[config.mk]
export PLATFORM = sky130hd
export DESIGN_NAME = pms_power_ctrl
export DESIGN_NICKNAME = d
export VERILOG_FILES = /design/src/rtl/pms_pkg.sv /design/src/rtl/pms_arm_bit.sv /design/src/rtl/pms_power_ctrl.sv
export SDC_FILE = /design/constraint.sdc
export NUM_CORES = 1
export LEC_CHECK = 0
export BUFFER_PORTS_ARGS = -buffer_cell sky130_fd_sc_hd__buf_2
export CAP_MARGIN = 20
export CORE_MARGIN = 1
export CORE_UTILIZATION = 55
export CTS_CLUSTER_DIAMETER = 50
export DETAILED_ROUTE_END_ITERATION = 7
export GPL_ROUTABILITY_DRIVEN = 0
export PLACE_DENSITY = 0.82
export SYNTH_ARGS = -nofsm -noshare
export SYNTH_HDL_FRONTEND = slang
export SYNTH_SLANG_ARGS = --single-unit
export TNS_END_PERCENT = 5
[constraint.sdc]
create_clock -name hclk -period 7.65 [get_ports hclk]
set_input_delay 0.765 -clock hclk [delete_from_list [all_inputs] [get_ports hclk]]
set_output_delay 0.765 -clock hclk [all_outputs]
set_load 0.005 [all_outputs]
[src/rtl/pms_pkg.sv]
// pms_pkg: register map, field layout, reset values and timing for the
// power state and clock gating block.
// assumes a 200 MHz hclk and a 32-bit AHB-Lite register bus.
package pms_pkg;

    // register byte offsets
    localparam logic [11:0] PWR_CTRL_OFS  = 12'h084;
    localparam logic [11:0] HARDWARE_CONFIG_REGISTER_OFS    = 12'h074;
    localparam logic [11:0] BYTE_PROBE_OFS = 12'h064;

    // power control register fields
    localparam int SEL_HI       = 31;
    localparam int SEL_LO       = 29;
    localparam int SLEEP_REQ_B  = 28;
    localparam int AUTO_WAKE_B  = 27;
    localparam int IND_OFF_B    = 26;
    localparam int TIMING_OFF_B = 25;
    localparam int STAMP_OFF_B  = 22;
    localparam int MAC_OFF_B    = 19;
    localparam int MAC_SYS_OFF_B = 18;
    localparam int WAKE_LATE_B  = 1;
    localparam int READY_B      = 0;

    // hardware config register fields
    localparam int HW_READY_B   = 27;

    // byte order probe pattern, value is arbitrary
    localparam logic [31:0] BYTE_PROBE_VAL = 32'h1234_5678;

    // sleep level encodings
    localparam logic [2:0] LVL_D0 = 3'h0;
    localparam logic [2:0] LVL_D1 = 3'h1;
    localparam logic [2:0] LVL_D2 = 3'h2;
    localparam logic [2:0] LVL_D3 = 3'h3;

    // reset values
    localparam logic [2:0] SEL_RST   = 3'h0;
    localparam logic       BIT_RST   = 1'b0;
    // synchroniser reset: par_cs_n, par_wr_n, ser_cs_n idle high
    localparam logic [5:0] SYNC_RST  = 6'h07;

    // wake time limit
    localparam int CLK_MHZ      = 200;
    localparam int WAKE_MAX_NS  = 2_000_000;
    localparam int WAKE_MAX_CYC = WAKE_MAX_NS * CLK_MHZ / 1000;

    // chip level state, gray coded along run -> sleep -> wake; wake -> run flips both bits
    typedef enum logic [1:0]
    {
        PMS_RUN   = 2'b00,
        PMS_SLEEP = 2'b01,
        PMS_WAKE  = 2'b11
    } pms_state_e;

endpackage : pms_pkg

[src/rtl/pms_arm_bit.sv]
// pms_arm_bit: a control bit that only sets after two consecutive writes
// of one; any write of zero clears it and the pending count.
// assumes wr_stb is a one-cycle pulse per register write.
module pms_arm_bit
(
    input  wire logic hclk,
    input  wire logic hresetn,
    input  wire logic wr_stb,
    input  wire logic wr_val,
    output logic      bit_q
);

    logic armed;

    ////////////////////////////////////////////////////////////////////////
    // first write of one arms, second sets; write of zero restarts
    always_ff @(posedge hclk or negedge hresetn)
    begin
        if (!hresetn)
        begin
            armed <= pms_pkg::BIT_RST;
            bit_q <= pms_pkg::BIT_RST;
        end
        else if (wr_stb)
        begin
            if (!wr_val)
            begin
                armed <= 1'b0;
                bit_q <= 1'b0;
            end
            else if (armed)
            begin
                bit_q <= 1'b1;
            end
            else
            begin
                armed <= 1'b1;
            end
        end
    end

endmodule : pms_arm_bit

[src/rtl/pms_power_ctrl.sv]
// pms_power_ctrl: chip power states D0..D3, ready flag, wake handling and
// block clock gating, with registers on an AHB-Lite slave.
// assumes host port pins arrive asynchronously and hclk keeps running.
// Summary of operation
// - gating freezes blocks, never resets them
// - mac clock off needs two writes
// - mac system clock off needs two writes
// - timing unit clock off needs two writes
// - stamp unit clock off needs two writes
// - indicators off: tristate drains, idle push-pull
// - registers keep contents in every state; level and sleep request clear on ready
// - any reset enters full operation D0
// - sleep states stop all system clocks
// - D1 keeps oscillator and PLL running
// - D2 requests PLL off, needs PHY down
// - D3 stops everything, manual wake only
// - entering sleep forces ready flag low
// - host interface stalls while asleep
// - auto wake returns to D0 on event
// - parallel write wakes; writes ignored until a read
// - serial cycle wakes the device
// - ready rises after PLL lock, clearing sleep
// - level codes D0..D3, others reserved
// - level write ignored with sleep request
module pms_power_ctrl
#(
    parameter int          LED_N         = 3,
    parameter logic [2:0]  LED_DRAIN     = 3'h1,
    parameter logic [2:0]  LED_IDLE      = 3'h7,
    parameter int          WAKE_LIMIT    = pms_pkg::WAKE_MAX_CYC
)
(
    input  wire logic              hclk,
    input  wire logic              hresetn,
    input  wire logic              hsel,
    input  wire logic [31:0]       haddr,
    input  wire logic [1:0]        htrans,
    input  wire logic              hwrite,
    input  wire logic [2:0]        hsize,
    input  wire logic [31:0]       hwdata,
    input  wire logic              hready,
    output logic [31:0]            hrdata,
    output logic                   hreadyout,
    output logic                   hresp,
    input  wire logic              par_cs_n,
    input  wire logic              par_wr_n,
    input  wire logic              ser_cs_n,
    input  wire logic              ser_clk,
    input  wire logic              pll_locked,
    input  wire logic              phy_powered_down,
    input  wire logic              wake_event,
    input  wire logic [LED_N-1:0]  led_drive,
    output logic [LED_N-1:0]       led_o,
    output logic [LED_N-1:0]       led_oe_n,
    output logic                   sys_clk_en,
    output logic                   pll_enable,
    output logic                   pll_off_request,
    output logic                   xtal_enable,
    output logic                   net_clk_en,
    output logic                   mac_sys_clk_en,
    output logic                   mac_net_clk_en,
    output logic                   timing_clk_en,
    output logic                   stamp_clk_en,
    output logic                   device_ready
);

    ////////////////////////////////////////////////////////////////////////
    // declarations
    pms_pkg::pms_state_e state;
    pms_pkg::pms_state_e next_state;
    logic [2:0]  sleep_state_select;
    logic [2:0]  level;
    logic        sleep_request;
    logic        auto_wake_enable;
    logic        indicator_outputs_off;
    logic        mac_clock_off;
    logic        mac_system_clock_off;
    logic        timing_unit_clock_off;
    logic        stamp_unit_clock_off;
    logic        wake_late;
    logic        wr_block;
    logic [19:0] wake_cnt;
    logic [5:0]  sync1;
    logic [5:0]  sync2;
    logic [5:0]  sync3;
    logic [5:0]  pins;
    logic [5:0]  pins_prev;
    logic        dp_act;
    logic        dp_write;
    logic [11:0] dp_addr;
    logic        ap_take;
    logic        wr_stb;
    logic        pwr_wr;
    logic        go_sleep;
    logic        manual_wake;
    logic        auto_wake;
    logic        asleep;

    // register offset match on a word address
    function automatic logic hit(input logic [11:0] a, input logic [11:0] ofs);
        hit = (a[11:2] == ofs[11:2]);
    endfunction : hit

    ////////////////////////////////////////////////////////////////////////
    // AHB-Lite slave: address phase capture, stall while not in D0
    assign ap_take = hsel && htrans[1] && hready;
    assign hreadyout = !dp_act || (state == pms_pkg::PMS_RUN);
    assign hresp     = 1'b0;
    assign wr_stb    = dp_act && dp_write && hreadyout && !wr_block;
    assign pwr_wr    = wr_stb && hit(dp_addr, pms_pkg::PWR_CTRL_OFS);

    // data phase tracking
    always_ff @(posedge hclk or negedge hresetn)
    begin
        if (!hresetn)
        begin
            dp_act   <= 1'b0;
            dp_write <= 1'b0;
            dp_addr  <= 12'h000;
        end
        else if (hreadyout)
        begin
            dp_act   <= ap_take;
            dp_write <= hwrite;
            dp_addr  <= haddr[11:0];
        end
    end

    // read data register, refreshed while a read is held
    always_ff @(posedge hclk or negedge hresetn)
    begin
        if (!hresetn)
        begin
            hrdata <= 32'h0000_0000;
        end
        else if ((ap_take && hreadyout && !hwrite) || (dp_act && !dp_write))
        begin
            hrdata <= read_mux(hreadyout ? haddr[11:0] : dp_addr);
        end
    end

    // register read multiplexer, reserved bits read zero
    function automatic logic [31:0] read_mux(input logic [11:0] a);
        logic [31:0] r;
        r = 32'h0000_0000;
        if (hit(a, pms_pkg::PWR_CTRL_OFS))
        begin
            r[pms_pkg::SEL_HI:pms_pkg::SEL_LO] = sleep_state_select;
            r[pms_pkg::SLEEP_REQ_B]   = sleep_request;
            r[pms_pkg::AUTO_WAKE_B]   = auto_wake_enable;
            r[pms_pkg::IND_OFF_B]     = indicator_outputs_off;
            r[pms_pkg::TIMING_OFF_B]  = timing_unit_clock_off;
            r[pms_pkg::STAMP_OFF_B]   = stamp_unit_clock_off;
            r[pms_pkg::MAC_OFF_B]     = mac_clock_off;
            r[pms_pkg::MAC_SYS_OFF_B] = mac_system_clock_off;
            r[pms_pkg::WAKE_LATE_B]   = wake_late;
            r[pms_pkg::READY_B]       = device_ready;
        end
        else if (hit(a, pms_pkg::HARDWARE_CONFIG_REGISTER_OFS))
        begin
            r[pms_pkg::HW_READY_B] = device_ready;
        end
        else if (hit(a, pms_pkg::BYTE_PROBE_OFS))
        begin
            r = pms_pkg::BYTE_PROBE_VAL;
        end
        read_mux = r;
    endfunction : read_mux

    ////////////////////////////////////////////////////////////////////////
    // double-write protected clock disables
    // mac clocks
    pms_arm_bit u_mac_off
    (
        .hclk    (hclk),
        .hresetn (hresetn),
        .wr_stb  (pwr_wr),
        .wr_val  (hwdata[pms_pkg::MAC_OFF_B]),
        .bit_q   (mac_clock_off)
    );

    pms_arm_bit u_mac_sys_off
    (
        .hclk    (hclk),
        .hresetn (hresetn),
        .wr_stb  (pwr_wr),
        .wr_val  (hwdata[pms_pkg::MAC_SYS_OFF_B]),
        .bit_q   (mac_system_clock_off)
    );

    pms_arm_bit u_timing_off
    (
        .hclk    (hclk),
        .hresetn (hresetn),
        .wr_stb  (pwr_wr),
        .wr_val  (hwdata[pms_pkg::TIMING_OFF_B]),
        .bit_q   (timing_unit_clock_off)
    );

    pms_arm_bit u_stamp_off
    (
        .hclk    (hclk),
        .hresetn (hresetn),
        .wr_stb  (pwr_wr),
        .wr_val  (hwdata[pms_pkg::STAMP_OFF_B]),
        .bit_q   (stamp_unit_clock_off)
    );

    ////////////////////////////////////////////////////////////////////////
    // plain control bits; contents survive every power state
    // no clear on sleep
    always_ff @(posedge hclk or negedge hresetn)
    begin
        if (!hresetn)
        begin
            auto_wake_enable      <= pms_pkg::BIT_RST;
            indicator_outputs_off <= pms_pkg::BIT_RST;
        end
        else if (pwr_wr)
        begin
            auto_wake_enable      <= hwdata[pms_pkg::AUTO_WAKE_B];
            indicator_outputs_off <= hwdata[pms_pkg::IND_OFF_B];
        end
    end

    // sleep request taken only with an unchanged level field
    assign go_sleep = pwr_wr && hwdata[pms_pkg::SLEEP_REQ_B]
                      && (hwdata[pms_pkg::SEL_HI:pms_pkg::SEL_LO] == sleep_state_select);

    // level field and sleep request, both cleared when ready returns
    always_ff @(posedge hclk or negedge hresetn)
    begin
        if (!hresetn)
        begin
            sleep_state_select <= pms_pkg::SEL_RST;
            sleep_request      <= pms_pkg::BIT_RST;
        end
        else if (state == pms_pkg::PMS_WAKE && next_state == pms_pkg::PMS_RUN)
        begin
            sleep_state_select <= pms_pkg::SEL_RST;
            sleep_request      <= 1'b0;
        end
        else if (pwr_wr)
        begin
            if (!hwdata[pms_pkg::SLEEP_REQ_B])
            begin
                sleep_state_select <= hwdata[pms_pkg::SEL_HI:pms_pkg::SEL_LO];
            end
            if (go_sleep)
            begin
                sleep_request <= 1'b1;
            end
        end
    end

    ////////////////////////////////////////////////////////////////////////
    // pin synchronisers: three stages, change taken when stages 2 and 3 agree
    always_ff @(posedge hclk or negedge hresetn)
    begin
        if (!hresetn)
        begin
            sync1     <= pms_pkg::SYNC_RST;
            sync2     <= pms_pkg::SYNC_RST;
            sync3     <= pms_pkg::SYNC_RST;
            pins      <= pms_pkg::SYNC_RST;
            pins_prev <= pms_pkg::SYNC_RST;
        end
        else
        begin
            sync1     <= {phy_powered_down, pll_locked, ser_clk, ser_cs_n, par_wr_n, par_cs_n};
            sync2     <= sync1;
            sync3     <= sync2;
            pins      <= (sync2 & sync3) | (pins & (sync2 ^ sync3));
            pins_prev <= pins;
        end
    end

    ////////////////////////////////////////////////////////////////////////
    // wake sources
    assign asleep = (state == pms_pkg::PMS_SLEEP);
    assign manual_wake = asleep && (((!pins[0] && !pins[1]) && !(!pins_prev[0] && !pins_prev[1]))
                                    || (!pins[2] && pins[3]));
    assign auto_wake = asleep && auto_wake_enable && wake_event && (level != pms_pkg::LVL_D3);

    assign level = (sleep_state_select > pms_pkg::LVL_D3) ? pms_pkg::LVL_D1 : sleep_state_select;

    ////////////////////////////////////////////////////////////////////////
    // chip level state machine
    always_comb
    begin
        next_state = state;
        case (state)
            pms_pkg::PMS_RUN:
            begin
                if (go_sleep)
                begin
                    next_state = (sleep_state_select == pms_pkg::LVL_D0) ? pms_pkg::PMS_WAKE
                                                                          : pms_pkg::PMS_SLEEP;
                end
            end
            pms_pkg::PMS_SLEEP:
            begin
                if (manual_wake || auto_wake)
                begin
                    next_state = pms_pkg::PMS_WAKE;
                end
            end
            pms_pkg::PMS_WAKE:
            begin
                if (pins[4])
                begin
                    next_state = pms_pkg::PMS_RUN;
                end
            end
            default:
            begin
                next_state = pms_pkg::PMS_WAKE;
            end
        endcase
    end

    // reset enters D0 via lock wait
    always_ff @(posedge hclk or negedge hresetn)
    begin
        if (!hresetn)
        begin
            state <= pms_pkg::PMS_WAKE;
        end
        else
        begin
            state <= next_state;
        end
    end

    // ready flag, shown in both registers
    always_ff @(posedge hclk or negedge hresetn)
    begin
        if (!hresetn)
        begin
            device_ready <= 1'b0;
        end
        else if (next_state != pms_pkg::PMS_RUN)
        begin
            device_ready <= 1'b0;
        end
        else
        begin
            device_ready <= 1'b1;
        end
    end

    // writes ignored after a wake until a read completes
    always_ff @(posedge hclk or negedge hresetn)
    begin
        if (!hresetn)
        begin
            wr_block <= 1'b0;
        end
        else if (asleep && next_state == pms_pkg::PMS_WAKE)
        begin
            wr_block <= 1'b1;
        end
        else if (dp_act && !dp_write && hreadyout)
        begin
            wr_block <= 1'b0;
        end
    end

    // wake time watchdog, flags a wake slower than the limit
    always_ff @(posedge hclk or negedge hresetn)
    begin
        if (!hresetn)
        begin
            wake_cnt  <= 20'h00000;
            wake_late <= 1'b0;
        end
        else if (state != pms_pkg::PMS_WAKE)
        begin
            wake_cnt <= 20'h00000;
            if (go_sleep)
            begin
                wake_late <= 1'b0;
            end
        end
        else if (wake_cnt >= WAKE_LIMIT[19:0])
        begin
            wake_late <= 1'b1;
        end
        else
        begin
            wake_cnt <= wake_cnt + 20'h00001;
        end
    end

    ////////////////////////////////////////////////////////////////////////
    // clock source controls per state
    always_ff @(posedge hclk or negedge hresetn)
    begin
        if (!hresetn)
        begin
            sys_clk_en      <= 1'b0;
            pll_enable      <= 1'b1;
            pll_off_request <= 1'b0;
            xtal_enable     <= 1'b1;
            net_clk_en      <= 1'b1;
        end
        else
        begin
            sys_clk_en      <= (next_state == pms_pkg::PMS_RUN);
            // D2 PLL off with PHY down
            pll_off_request <= (next_state == pms_pkg::PMS_SLEEP) && (level >= pms_pkg::LVL_D2);
            pll_enable      <= !((next_state == pms_pkg::PMS_SLEEP) && ((level == pms_pkg::LVL_D3)
                                 || (level == pms_pkg::LVL_D2 && pins[5])));
            xtal_enable     <= !((next_state == pms_pkg::PMS_SLEEP) && (level == pms_pkg::LVL_D3));
            net_clk_en      <= !((next_state == pms_pkg::PMS_SLEEP) && (level == pms_pkg::LVL_D3));
        end
    end

    always_ff @(posedge hclk or negedge hresetn)
    begin
        if (!hresetn)
        begin
            mac_sys_clk_en <= 1'b0;
            mac_net_clk_en <= 1'b1;
            timing_clk_en  <= 1'b0;
            stamp_clk_en   <= 1'b0;
        end
        else
        begin
            mac_sys_clk_en <= (next_state == pms_pkg::PMS_RUN) && !mac_clock_off && !mac_system_clock_off;
            mac_net_clk_en <= !((next_state == pms_pkg::PMS_SLEEP) && (level == pms_pkg::LVL_D3))
                              && !mac_clock_off;
            timing_clk_en  <= (next_state == pms_pkg::PMS_RUN) && !timing_unit_clock_off;
            stamp_clk_en   <= (next_state == pms_pkg::PMS_RUN) && !timing_unit_clock_off
                              && !stamp_unit_clock_off;
        end
    end

    ////////////////////////////////////////////////////////////////////////
    // indicator pins: drain types drive only the active level
    // tristate or idle
    always_ff @(posedge hclk or negedge hresetn)
    begin
        if (!hresetn)
        begin
            led_o    <= LED_IDLE[LED_N-1:0];
            led_oe_n <= LED_DRAIN[LED_N-1:0];
        end
        else
        begin
            for (int i = 0; i < LED_N; i++)
            begin
                if (LED_DRAIN[i])
                begin
                    led_o[i]    <= ~LED_IDLE[i];
                    led_oe_n[i] <= indicator_outputs_off || (led_drive[i] == LED_IDLE[i]);
                end
                else
                begin
                    led_o[i]    <= indicator_outputs_off ? LED_IDLE[i] : led_drive[i];
                    led_oe_n[i] <= 1'b0;
                end
            end
        end
    end

endmodule : pms_power_ctrl

==> run_results.csv, run 1 <==
group,metric,value,unit
status,status,"finished, final reports clean",
logic_synthesis,ys_seq_elements,101,
timing,slew_headroom,24.3,%
timing,fmax,340,MHz
floorplanning,row_count,32,
clock_tree,numCtsBuffers,9,
floorplanning,initial_core_util,56.6,%
placed_design,post-place-ws,4750,ps
logic_synthesis,yosysSeqAreaShare,58.4,%
floorplanning,fp.dieArea,0.00831,mm2
logic_synthesis,synthFlopType,"dfrtp_1",
logic_synthesis,ys_async_sr_fraction,100,%
cells_and_area,layout-drive-gt1-share,29.8,%
floorplanning,die_w,91.2,um
logic_synthesis,netlist_instances,391,
cells_and_area,layout.nets,546,
cells_and_area,syn2layout_area_growth,13.1,%
route,wl,8350,um
global_route,grt-ovfl-total,0,
timing,rsz0062_at_grt,"false",
critical_path,cp_slowest_cell,"or4_1",
floorplanning,core,0.00773,mm2
logic_synthesis,netlist_area,0.00437,mm2
route,final_antenna_net_count,0,
clock_tree,cts.reportedPaths.clkPinSlew,100,ps
power_and_ir_drop,vdd_ir_drop_max,168,uV
clock_tree,htree_levels,3,
route,viasPerCell,5.49,
route,dr_total_vias,3081,
route,dr.pass1.iters,4,
logic_synthesis,synth_compound_area_share,11.2,%
logic_synthesis,synth_top_family_by_area,"simple AND/OR/NAND/NOR gates",
clock_tree,cts_resized,0,
logic_synthesis,yosys_warnings,0,
placed_design,io_buffers,72,
critical_path,crit_type,"reg -> reg",
timing,fin_crit_sh,38.4,%
timing,finalCriticalPeriod,2940,ps
logic_synthesis,avgSynthCellArea,11.2,um2
critical_path,end_kind,"flop",
clock_tree,clock_path_buffers,2,
clock_tree,cts_tree,"yes",
logic_synthesis,yosys.area_share.simple,16.2,%
clock_tree,root_buffer,"clkbuf_8",
timing,tightest_slew,1110,ps
cells_and_area,layout_commonest_cell,"dfrtp_1",
global_route,antenna_found_initial,0,
critical_path,path_cells,"or4b_1 > or4_1 > or2_4 > or4_1 > a211oi_1",
critical_path,crit_arrival,3210,ps
floorplanning,ioPinCount,134,
cells_and_area,diodes,0,
route,post-route-drc-count,0,
timing,fin_setup_tns,0,ps
power_and_ir_drop,power.density,258,mW/mm2
global_route,grt_pass1_wl,14400,um
route,wl_per_cell,14.9,um
global_route,grt_max_degree,52,
floorplanning,dieHeight,91.2,um
timing,hold_viol,0,
timing,hold_slack,357,ps
timing,finalWorstSetupSlack,4710,ps
logic_synthesis,synth_mux_area_share,3.06,%
global_route,grt_pass1_vias,3058,
placed_design,hpwlAfterDp,5700,um
clock_tree,clock_sinks,101,
logic_synthesis,synth_xor_area_share,2.80,%
cells_and_area,layout_common_cells,"dfrtp_1 (78), buf_2 (71), nand2_1 (43), nor2_1 (39), dfstp_2 (23)",
clock_tree,clkLatencyLatePin,360,ps
timing,fin_skew,5.46,ps
timing,slew_violations,0,
route,first_iter_violations,177,
critical_path,critPathMaxStageDelay,830,ps
critical_path,cp.required,7920,ps
critical_path,start_kind,"flop",
min_path,hold_path_class,"reg -> reg",
logic_synthesis,synth_edf_count,0,
job,maxCapViolCount,0,
timing,setup_viol,0,
critical_path,crit_top_cell,"or4_1",
logic_synthesis,ys_types,48,
logic_synthesis,synth_adder_area_share,2.29,%
clock_tree,cts_setup_buffers,0,
power_and_ir_drop,leakage,2.34,nW
critical_path,critPathMaxFanout,16,
global_route,grt_usage,22.2,%
clock_tree,ctsHoldBuffers,0,
power breakdown:
part | total, mW | internal [mW] | switching [mW] | leakage, nW
registers | 0.663 | 0.604 | 0.0582 | 1.22
clock network | 0.382 | 0.191 | 0.191 | 0.116
logic | 0.229 | 0.0982 | 0.131 | 1.01
total | 1.27 | 0.894 | 0.380 | 2.34
synthesized netlist by cell type, types with 4 or more instances:
| cell type | number | area share [%] |
|---|---|---|
| dfrtp_1 | 78 | 45 |
| nand2_1 | 43 | 3.7 |
| nor2_1 | 39 | 3.3 |
| buf_4 | 24 | 4.1 |
| dfstp_2 | 23 | 14 |
| a21oi_1 | 14 | 1.6 |
| xnor2_1 | 14 | 2.8 |
| nand3_1 | 13 | 1.5 |
| a21o_1 | 11 | 1.9 |
| clkbuf_1 | 11 | 0.94 |
| mux2_2 | 11 | 2.8 |
| a22o_1 | 9 | 1.8 |
| a211oi_1 | 8 | 1.4 |
| ha_1 | 8 | 2.3 |
| inv_1 | 7 | 0.60 |
| or4_1 | 7 | 1.2 |
| or2_2 | 6 | 0.86 |
| and3_1 | 5 | 0.72 |
| nor3_1 | 5 | 0.57 |
| o21ai_0 | 5 | 0.57 |
| a2111oi_0 | 4 | 0.80 |
| and2_1 | 4 | 0.57 |
| nand3b_1 | 4 | 0.69 |
| nor4_1 | 4 | 0.57 |
per-stage QoR:
stage	utilization [%]	instances	total power, mW	instance area, um2
after global placement	61.0	545	0.889	4710
final	64.0	561	1.27	4950
after floorplan	-	404	0.820	4420
after CTS	64.0	561	1.28	4950
after global routing	64.0	561	1.34	4950
after detailed placement	61.0	545	0.900	4710
sequential cells by signal, indices dropped and copies added, names as in the netlist, 2 cells and up:
name and flops:
pins_prev 2, led_o 3, sync1 6, sync3 6
dp_addr 10, sync2 6, hrdata 13, state 2
pins 6, wake_cnt 20, sleep_state_select 3
worst paths after layout:
| kind | slack [ps] | start | end | cells after the start |
|---|---|---|---|---|
| setup / recovery | 4710 | dp_addr[4] | state[1] | 5 |
| hold / removal | 360 | sync1[4] | sync2[4] | 0 |
| setup reg to reg | 4710 | dp_addr[4] | state[1] | 5 |
| hold reg to reg | 360 | sync1[4] | sync2[4] | 0 |
| max in group asynchronous | 6180 | hresetn | dp_addr[7] | 2 |
| min in group asynchronous | 400 | hresetn | dp_addr[9] | 1 |
critical path, delay by kind of cell (launching register included):
| family | cells | cell delay, ps |
|---|---|---|
| AOI/OAI and AO/OA | 1 | 260 |
| and+or+nand+nor | 4 | 2180 |
| DFF | 1 | 410 |
logic make-up after synthesis:
kind of cell,Yosys count
muxes,12
xor gates and xnor gates,14
other,1
AOI/OAI and AO/OA,68
adders and majority gates,8
DFF,101
buffers and inverters,44
and+or+nand+nor,143
area by class of cell:
type                            count  area [um2]
Fill cell                         592        2780
Sequential cell                   101        2560
Multi-Input combinational cell    259        1610
Timing Repair Buffer               76         393
Clock buffer                       10         128
Tap cell                          102         128
Clock inverter                      6         105
Inverter                            7        26.3
routing by layer:
metal | vias to the layer above | track usage, % | routed length, um
li1 | 1456 | - | -
met1 | 1517 | 29.2 | 3600
met2 | 100 | 37.4 | 4260
met3 | 8 | 5.61 | 406
met4 | 0 | 5.03 | 81
met5 | - | 0 | 0
Note: power is estimated with default switching activity, not from simulation.
==> inputs of run 2 (changes only) <==
- ABC_AREA: unset -> 1
- CORE_UTILIZATION: 55 -> 47
- PLACE_DENSITY: 0.82 -> 0.73
- clock period: 7.65 -> 2.6 ns (I/O delays scaled with it)
==> run_results.csv, run 2 <==
group,metric,value,unit
critical_path,crit_arrival,2280,ps
clock_tree,cts_tree,"yes",
placed_design,io_buffers,72,
logic_synthesis,yosysTopAreaCellShare,41.0,%
route,viasPerCell,4.84,
logic_synthesis,avgSynthCellArea,8.88,um2
global_route,grt-ovfl-total,0,
critical_path,r2r_start,"wake_cnt[9]",
route,dr_total_vias,3627,
global_route,grt_usage,18.9,%
timing,fmax,486,MHz
timing,slew_violations,0,
critical_path,cpLargestDelayFamily,"compound AO/OA/AOI/OAI gates",
critical_path,end_kind,"flop",
cells_and_area,regMostFlops,"wake_cnt",
clock_tree,cts_setup_buffers,0,
floorplanning,initial_core_util,48.7,%
critical_path,startpoint,"wake_cnt[9]",
logic_synthesis,yosys_warnings,0,
global_route,busiest_layer,"met2",
timing,slew_headroom,35.9,%
route,post-route-drc-count,0,
timing,hold_viol,0,
global_route,met3_usage,3.80,%
floorplanning,dieHeight,103,um
cells_and_area,layout_common_cells,"nand2_1 (146), dfrtp_1 (78), buf_2 (71), inv_1 (53), nor2_1 (50)",
critical_path,critPathMaxFanout,15,
logic_synthesis,ys_async_sr_fraction,100,%
min_path,min_from,"led_drive[2]",
logic_synthesis,ys_seq_elements,101,
critical_path,crit_type,"reg -> reg",
global_route,grt_pass1_vias,3391,
floorplanning,core,0.00977,mm2
critical_path,cp.required,2820,ps
cells_and_area,reg.largest.list,"wake_cnt: 20 flops, hrdata: 13 flops, dp_addr: 10 flops",
logic_synthesis,ys_types,34,
logic_synthesis,netlist_area,0.00476,mm2
timing,fin_skew,9.59,ps
cells_and_area,syn2layout_area_growth,13.8,%
global_route,antenna_found_initial,1,
global_route,grt_pass1_wl,15300,um
clock_tree,ctsHoldBuffers,7,
clock_tree,htree_levels,3,
critical_path,critPathMaxStageDelay,760,ps
clock_tree,clock_path_buffers,2,
floorplanning,row_count,36,
timing,fin_setup_tns,0,ps
power_and_ir_drop,vdd_ir_drop_max,368,uV
logic_synthesis,yosysMostFrequentCell,"nand2_1",
cells_and_area,largest_reg_flops,20,
job,maxCapViolCount,0,
clock_tree,root_buffer,"clkbuf_8",
critical_path,start_kind,"flop",
cells_and_area,layout.nets,704,
timing,rsz0062_at_grt,"false",
floorplanning,ioPinCount,134,
clock_tree,numCtsBuffers,9,
route,dr.pass1.iters,4,
timing,finalCriticalPeriod,2060,ps
cells_and_area,layout-drive-gt1-share,24.8,%
route,final_antenna_net_count,0,
power_and_ir_drop,leakage,2.76,nW
timing,hold_slack,69.0,ps
timing,tightest_slew,955,ps
route,first_iter_violations,112,
clock_tree,clkLatencyLatePin,370,ps
logic_synthesis,synth_top_cells_by_count,"nand2_1 (146), dfrtp_1 (78), inv_1 (53)",
cells_and_area,diodes,0,
cells_and_area,fillers,875,
power_and_ir_drop,power.density,771,mW/mm2
global_route,grt_max_degree,52,
logic_synthesis,synth_edf_count,0,
logic_synthesis,netlist_instances,536,
critical_path,cp_slowest_cell,"o21ai_1",
logic_synthesis,yosysSeqAreaShare,53.7,%
cells_and_area,seqCellArea,0.00256,mm2
global_route,grt_use_met2,31.5,%
cells_and_area,multi_input_area,0.00180,mm2
min_path,hold_path_class,"in -> reg",
global_route,use_met1,23.8,%
cells_and_area,layout_commonest_cell,"nand2_1",
route,wl_per_cell,12.0,um
route,wl,8990,um
clock_tree,clock_sinks,101,
floorplanning,die_w,103,um
floorplanning,fp.dieArea,0.0105,mm2
logic_synthesis,synthFlopType,"dfrtp_1",
clock_tree,cts.reportedPaths.clkPinSlew,110,ps
logic_synthesis,synth_top_cell_by_area,"dfrtp_1",
clock_tree,cts_resized,0,
critical_path,path_cells,"nand2_1 > nand2_1 > o21ai_1 > a21oi_1 > o21ai_1 > o21ai_0",
status,status,"finished, final reports clean",
timing,fin_crit_sh,79.1,%
logic_synthesis,synthTopCellsByArea,"dfrtp_1 (41%), dfstp_2 (13%), nand2_1 (12%), inv_1 (4.2%), nor2_1 (3.9%)",
critical_path,path_buf_inv,0,
timing,setup_viol,0,
placed_design,hpwlAfterDp,6560,um
## run 2: cell count changes after synthesis, moves of 8 or more
cell,previous run,this run
o21ai_2,0,11
nand3_1,13,30
nand4_1,2,12
a22o_1,9,0
nor2_1,39,50
nand2_1,43,146
clkbuf_1,11,2
xnor2_1,14,2
inv_1,7,53
xor2_1,0,11
a211oi_1,8,0
mux2_2,11,0
## run 2: per-stage QoR
step / cell area, um2 / worst slack, ps / instances / util, % / total power [mW]
after global routing: 5420 / 291 / 750 / 55.4 / 4.48
after global placement: 5160 / 637 / 727 / 52.8 / 3.19
final: 5420 / 543 / 750 / 55.4 / 4.18
after CTS: 5420 / 538 / 750 / 55.4 / 4.21
after detailed placement: 5160 / 554 / 727 / 52.8 / 3.23
after floorplan: 4810 / 1050 / 549 / - / 2.95
## run 2: cell families (layout without fill, tap and decap cells)
kind of cell	after synthesis	count (layout)	synth area share, %
compound gates	54	54	7.54
xor+xnor	13	13	2.39
fa+ha+maj	8	8	2.10
buf+inv	91	159	9.49
flops	101	101	53.7
other cells	1	14	0.0788
simple gates	268	268	24.7
## run 2: layout make-up
cell class / instances / share of cell area, %
clock buffers: 9 / 2.29
clock inverters: 7 / 1.22
repair buffers: 84 / 8.91
multi-input cells: 357 / 33.2
well taps: 133 / 3.07
flip-flops and latches: 101 / 47.2
inverters: 59 / 4.09
## run 2: power by group
part,leakage [nW],switching [mW],internal (mW)
logic,1.42,0.817,0.420
clock network,0.0953,0.602,0.372
registers,1.24,0.159,1.81
## run 2: routing by layer
layer	routed length [um]	vias up	part of all wire, %
met3	447	17	5.0
met5	10	-	0.11
met4	210	2	2.3
met2	4230	105	47
met1	4090	1700	45
li1	-	1803	-
## run 2: final timing paths
path,slack (ps),to,cells after the start
setup / recovery,540,wake_cnt[5],6
hold / removal,70,led_o[2],2
setup reg to reg,540,wake_cnt[5],6
hold reg to reg,360,sync2[1],0
max in group asynchronous,1390,led_o[0],3
min in group asynchronous,450,dp_addr[6],2
==> inputs of run 3 (changes only) <==
- clock period: 2.6 -> 1.75 ns (I/O delays scaled with it)
==> run_results.csv, run 3 (synthesized netlist as in run 2, its figures left out) <==
group,metric,value,unit
status,status,"complete, but fails checks",
status,violations,"DRC",
cells_and_area,layout.nets,733,
global_route,grt_max_degree,39,
floorplanning,die_w,103,um
timing,fmax,576,MHz
placed_design,io_buffers,72,
route,post-route-drc-count,1,
cells_and_area,regMostFlops,"wake_cnt",
cells_and_area,syn2layout_area_growth,22.3,%
critical_path,start_kind,"flop",
floorplanning,initial_core_util,48.7,%
route,wl,9780,um
timing,hold_slack,14.2,ps
timing,fin_setup_tns,0,ps
critical_path,crit_type,"reg -> reg",
global_route,grt_pass1_vias,3724,
critical_path,end_kind,"flop",
timing,fin_crit_sh,99.3,%
critical_path,r2r_cells,9,
timing,hold_viol,0,
clock_tree,cts.reportedPaths.clkPinSlew,110,ps
min_path,whs_path_depth,3,
critical_path,crit_top_cell,"nor2_4",
timing,finalCriticalPeriod,1740,ps
critical_path,r2r_start,"state[0]",
clock_tree,clock_sinks,101,
critical_path,path_cells,"nor2_4 > nor2_4 > buf_12 > nand2_2 > o21ai_2 > nand2_2 > nor2_4 > nand3_4 > o21ai_2",
global_route,antenna_found_initial,1,
floorplanning,ioPinCount,134,
placed_design,hpwlAfterDp,7020,um
floorplanning,core,0.00977,mm2
route,dr.pass1.iters,6,
power_and_ir_drop,power.density,1190,mW/mm2
clock_tree,htree_levels,3,
clock_tree,clkLatencyLatePin,370,ps
critical_path,crit_arrival,2040,ps
route,viasPerCell,4.83,
timing,slew_violations,0,
timing,fin_skew,9.95,ps
clock_tree,root_buffer,"clkbuf_8",
min_path,min_from,"hwdata[26]",
critical_path,critPathMaxFanout,8,
min_path,worstHoldEndpoint,"indicator_outputs_off",
floorplanning,fp.dieArea,0.0105,mm2
cells_and_area,largest_reg_flops,20,
timing,rsz0062_at_grt,"true",
critical_path,r2r_end,"hrdata[26]",
cells_and_area,layout-drive-gt1-share,31.1,%
clock_tree,cts_tree,"yes",
critical_path,r2r_slack,10,ps
cells_and_area,layout_commonest_cell,"nand2_1",
placed_design,placed_cell_area,0.00534,mm2
cells_and_area,layout_common_cells,"nand2_1 (131), dfrtp_1 (77), buf_2 (71), inv_1 (53), nor2_1 (47)",
clock_tree,clock_path_buffers,2,
clock_tree,numCtsBuffers,9,
global_route,grt_usage,20.1,%
floorplanning,dieHeight,103,um
critical_path,cp_slowest_cell,"dfstp_2",
timing,setup_viol,0,
global_route,grt-ovfl-total,0,
min_path,hold_path_class,"in -> reg",
route,final_antenna_net_count,0,
critical_path,cp.required,2050,ps
global_route,grt_pass1_wl,16400,um
cells_and_area,fin_area,0.00582,mm2
cells_and_area,diodes,0,
job,maxCapViolCount,0,
critical_path,critPathMaxStageDelay,620,ps
route,wl_per_cell,12.6,um
floorplanning,row_count,36,
power_and_ir_drop,vdd_ir_drop_max,499,uV
route,first_iter_violations,162,
cells_and_area,reg.largest.list,"wake_cnt: 20 flops, hrdata: 13 flops, dp_addr: 10 flops",
route,dr_total_vias,3759,
power_and_ir_drop,leakage,2.95,nW
[run 3: changes by cell type in the layout (fill, tap and decap cells not counted), sizes merged]
cell / previous run / this run
buf: 77 / 102
clkbuf: 9 / 10
clkinv: 2 / 1
clkinvlp: 1 / 0
dlygate4sd3: 7 / 11
inv: 63 / 64
[run 3: where the power goes]
group          leakage (nW)  internal (mW)  switching (mW)  total (mW)
Sequential             1.24           2.69           0.256        2.94
Clock                 0.103          0.599           0.882        1.48
Combinational          1.61           1.04            1.44        2.48
Total                  2.95           4.33            2.57        6.90
[run 3: worst max path at each step]
| stage | depth (start not counted) | endpoint | from |
|---|---|---|---|
| CTS | 10 | hrdata[29] | state[1] |
| global placement | 8 | hrdata[29] | state[0] |
| finish | 9 | hrdata[26] | state[0] |
| detailed placement | 8 | hrdata[26] | state[0] |
| floorplan | 7 | wake_cnt[13] | wake_cnt[15] |
| global route | 9 | hrdata[26] | state[0] |
[run 3: timing repair]
| action | 4_1_cts | 5_1_grt |
|---|---|---|
| setup endpoints to repair | 8 | 33 |
| hold buffers | 11 | 0 |
| setup buffers | 5 | 1 |
| pin swaps | 2 | 12 |
| cloned | 0 | 0 |
| resized for setup | 8 | 27 |
| hold endpoints to repair | 41 | 0 |
[run 3: cell type report]
class / count / area (um2)
multi-input combinational: 357 / 1910
clock buffer: 10 / 138
sequential: 101 / 2560
inverter: 59 / 224
tap: 133 / 166
timing repair buffer: 113 / 768
fill: 830 / 3950
clock inverter: 6 / 62.6
[run 3: worst max-delay path: cells and delay by family (launching register included)]
family	cells	cell delay [ps]
and+or+nand+nor	6	680
DFF	1	620
AOI/OAI and AO/OA	2	230
buffers and inverters	1	130
[run 3: per-stage QoR]
stage,setup slack (ps),power (mW),cells,utilization [%]
after floorplan,195,4.38,549,-
after global placement,42.1,4.97,746,54.6
after detailed placement,-14.1,5.05,746,54.6
after CTS,-6.03,6.76,778,58.6
after global routing,-77.0,7.32,779,59.6
final,12.6,6.90,779,59.6
[run 3: metal layers]
layer	vias up	GRT usage (%)	wire (um)
li1	1860	-	-
met1	1775	24.3	4300
met2	101	35.1	4860
met3	21	3.53	380
met4	2	8.90	222
met5	-	0	11
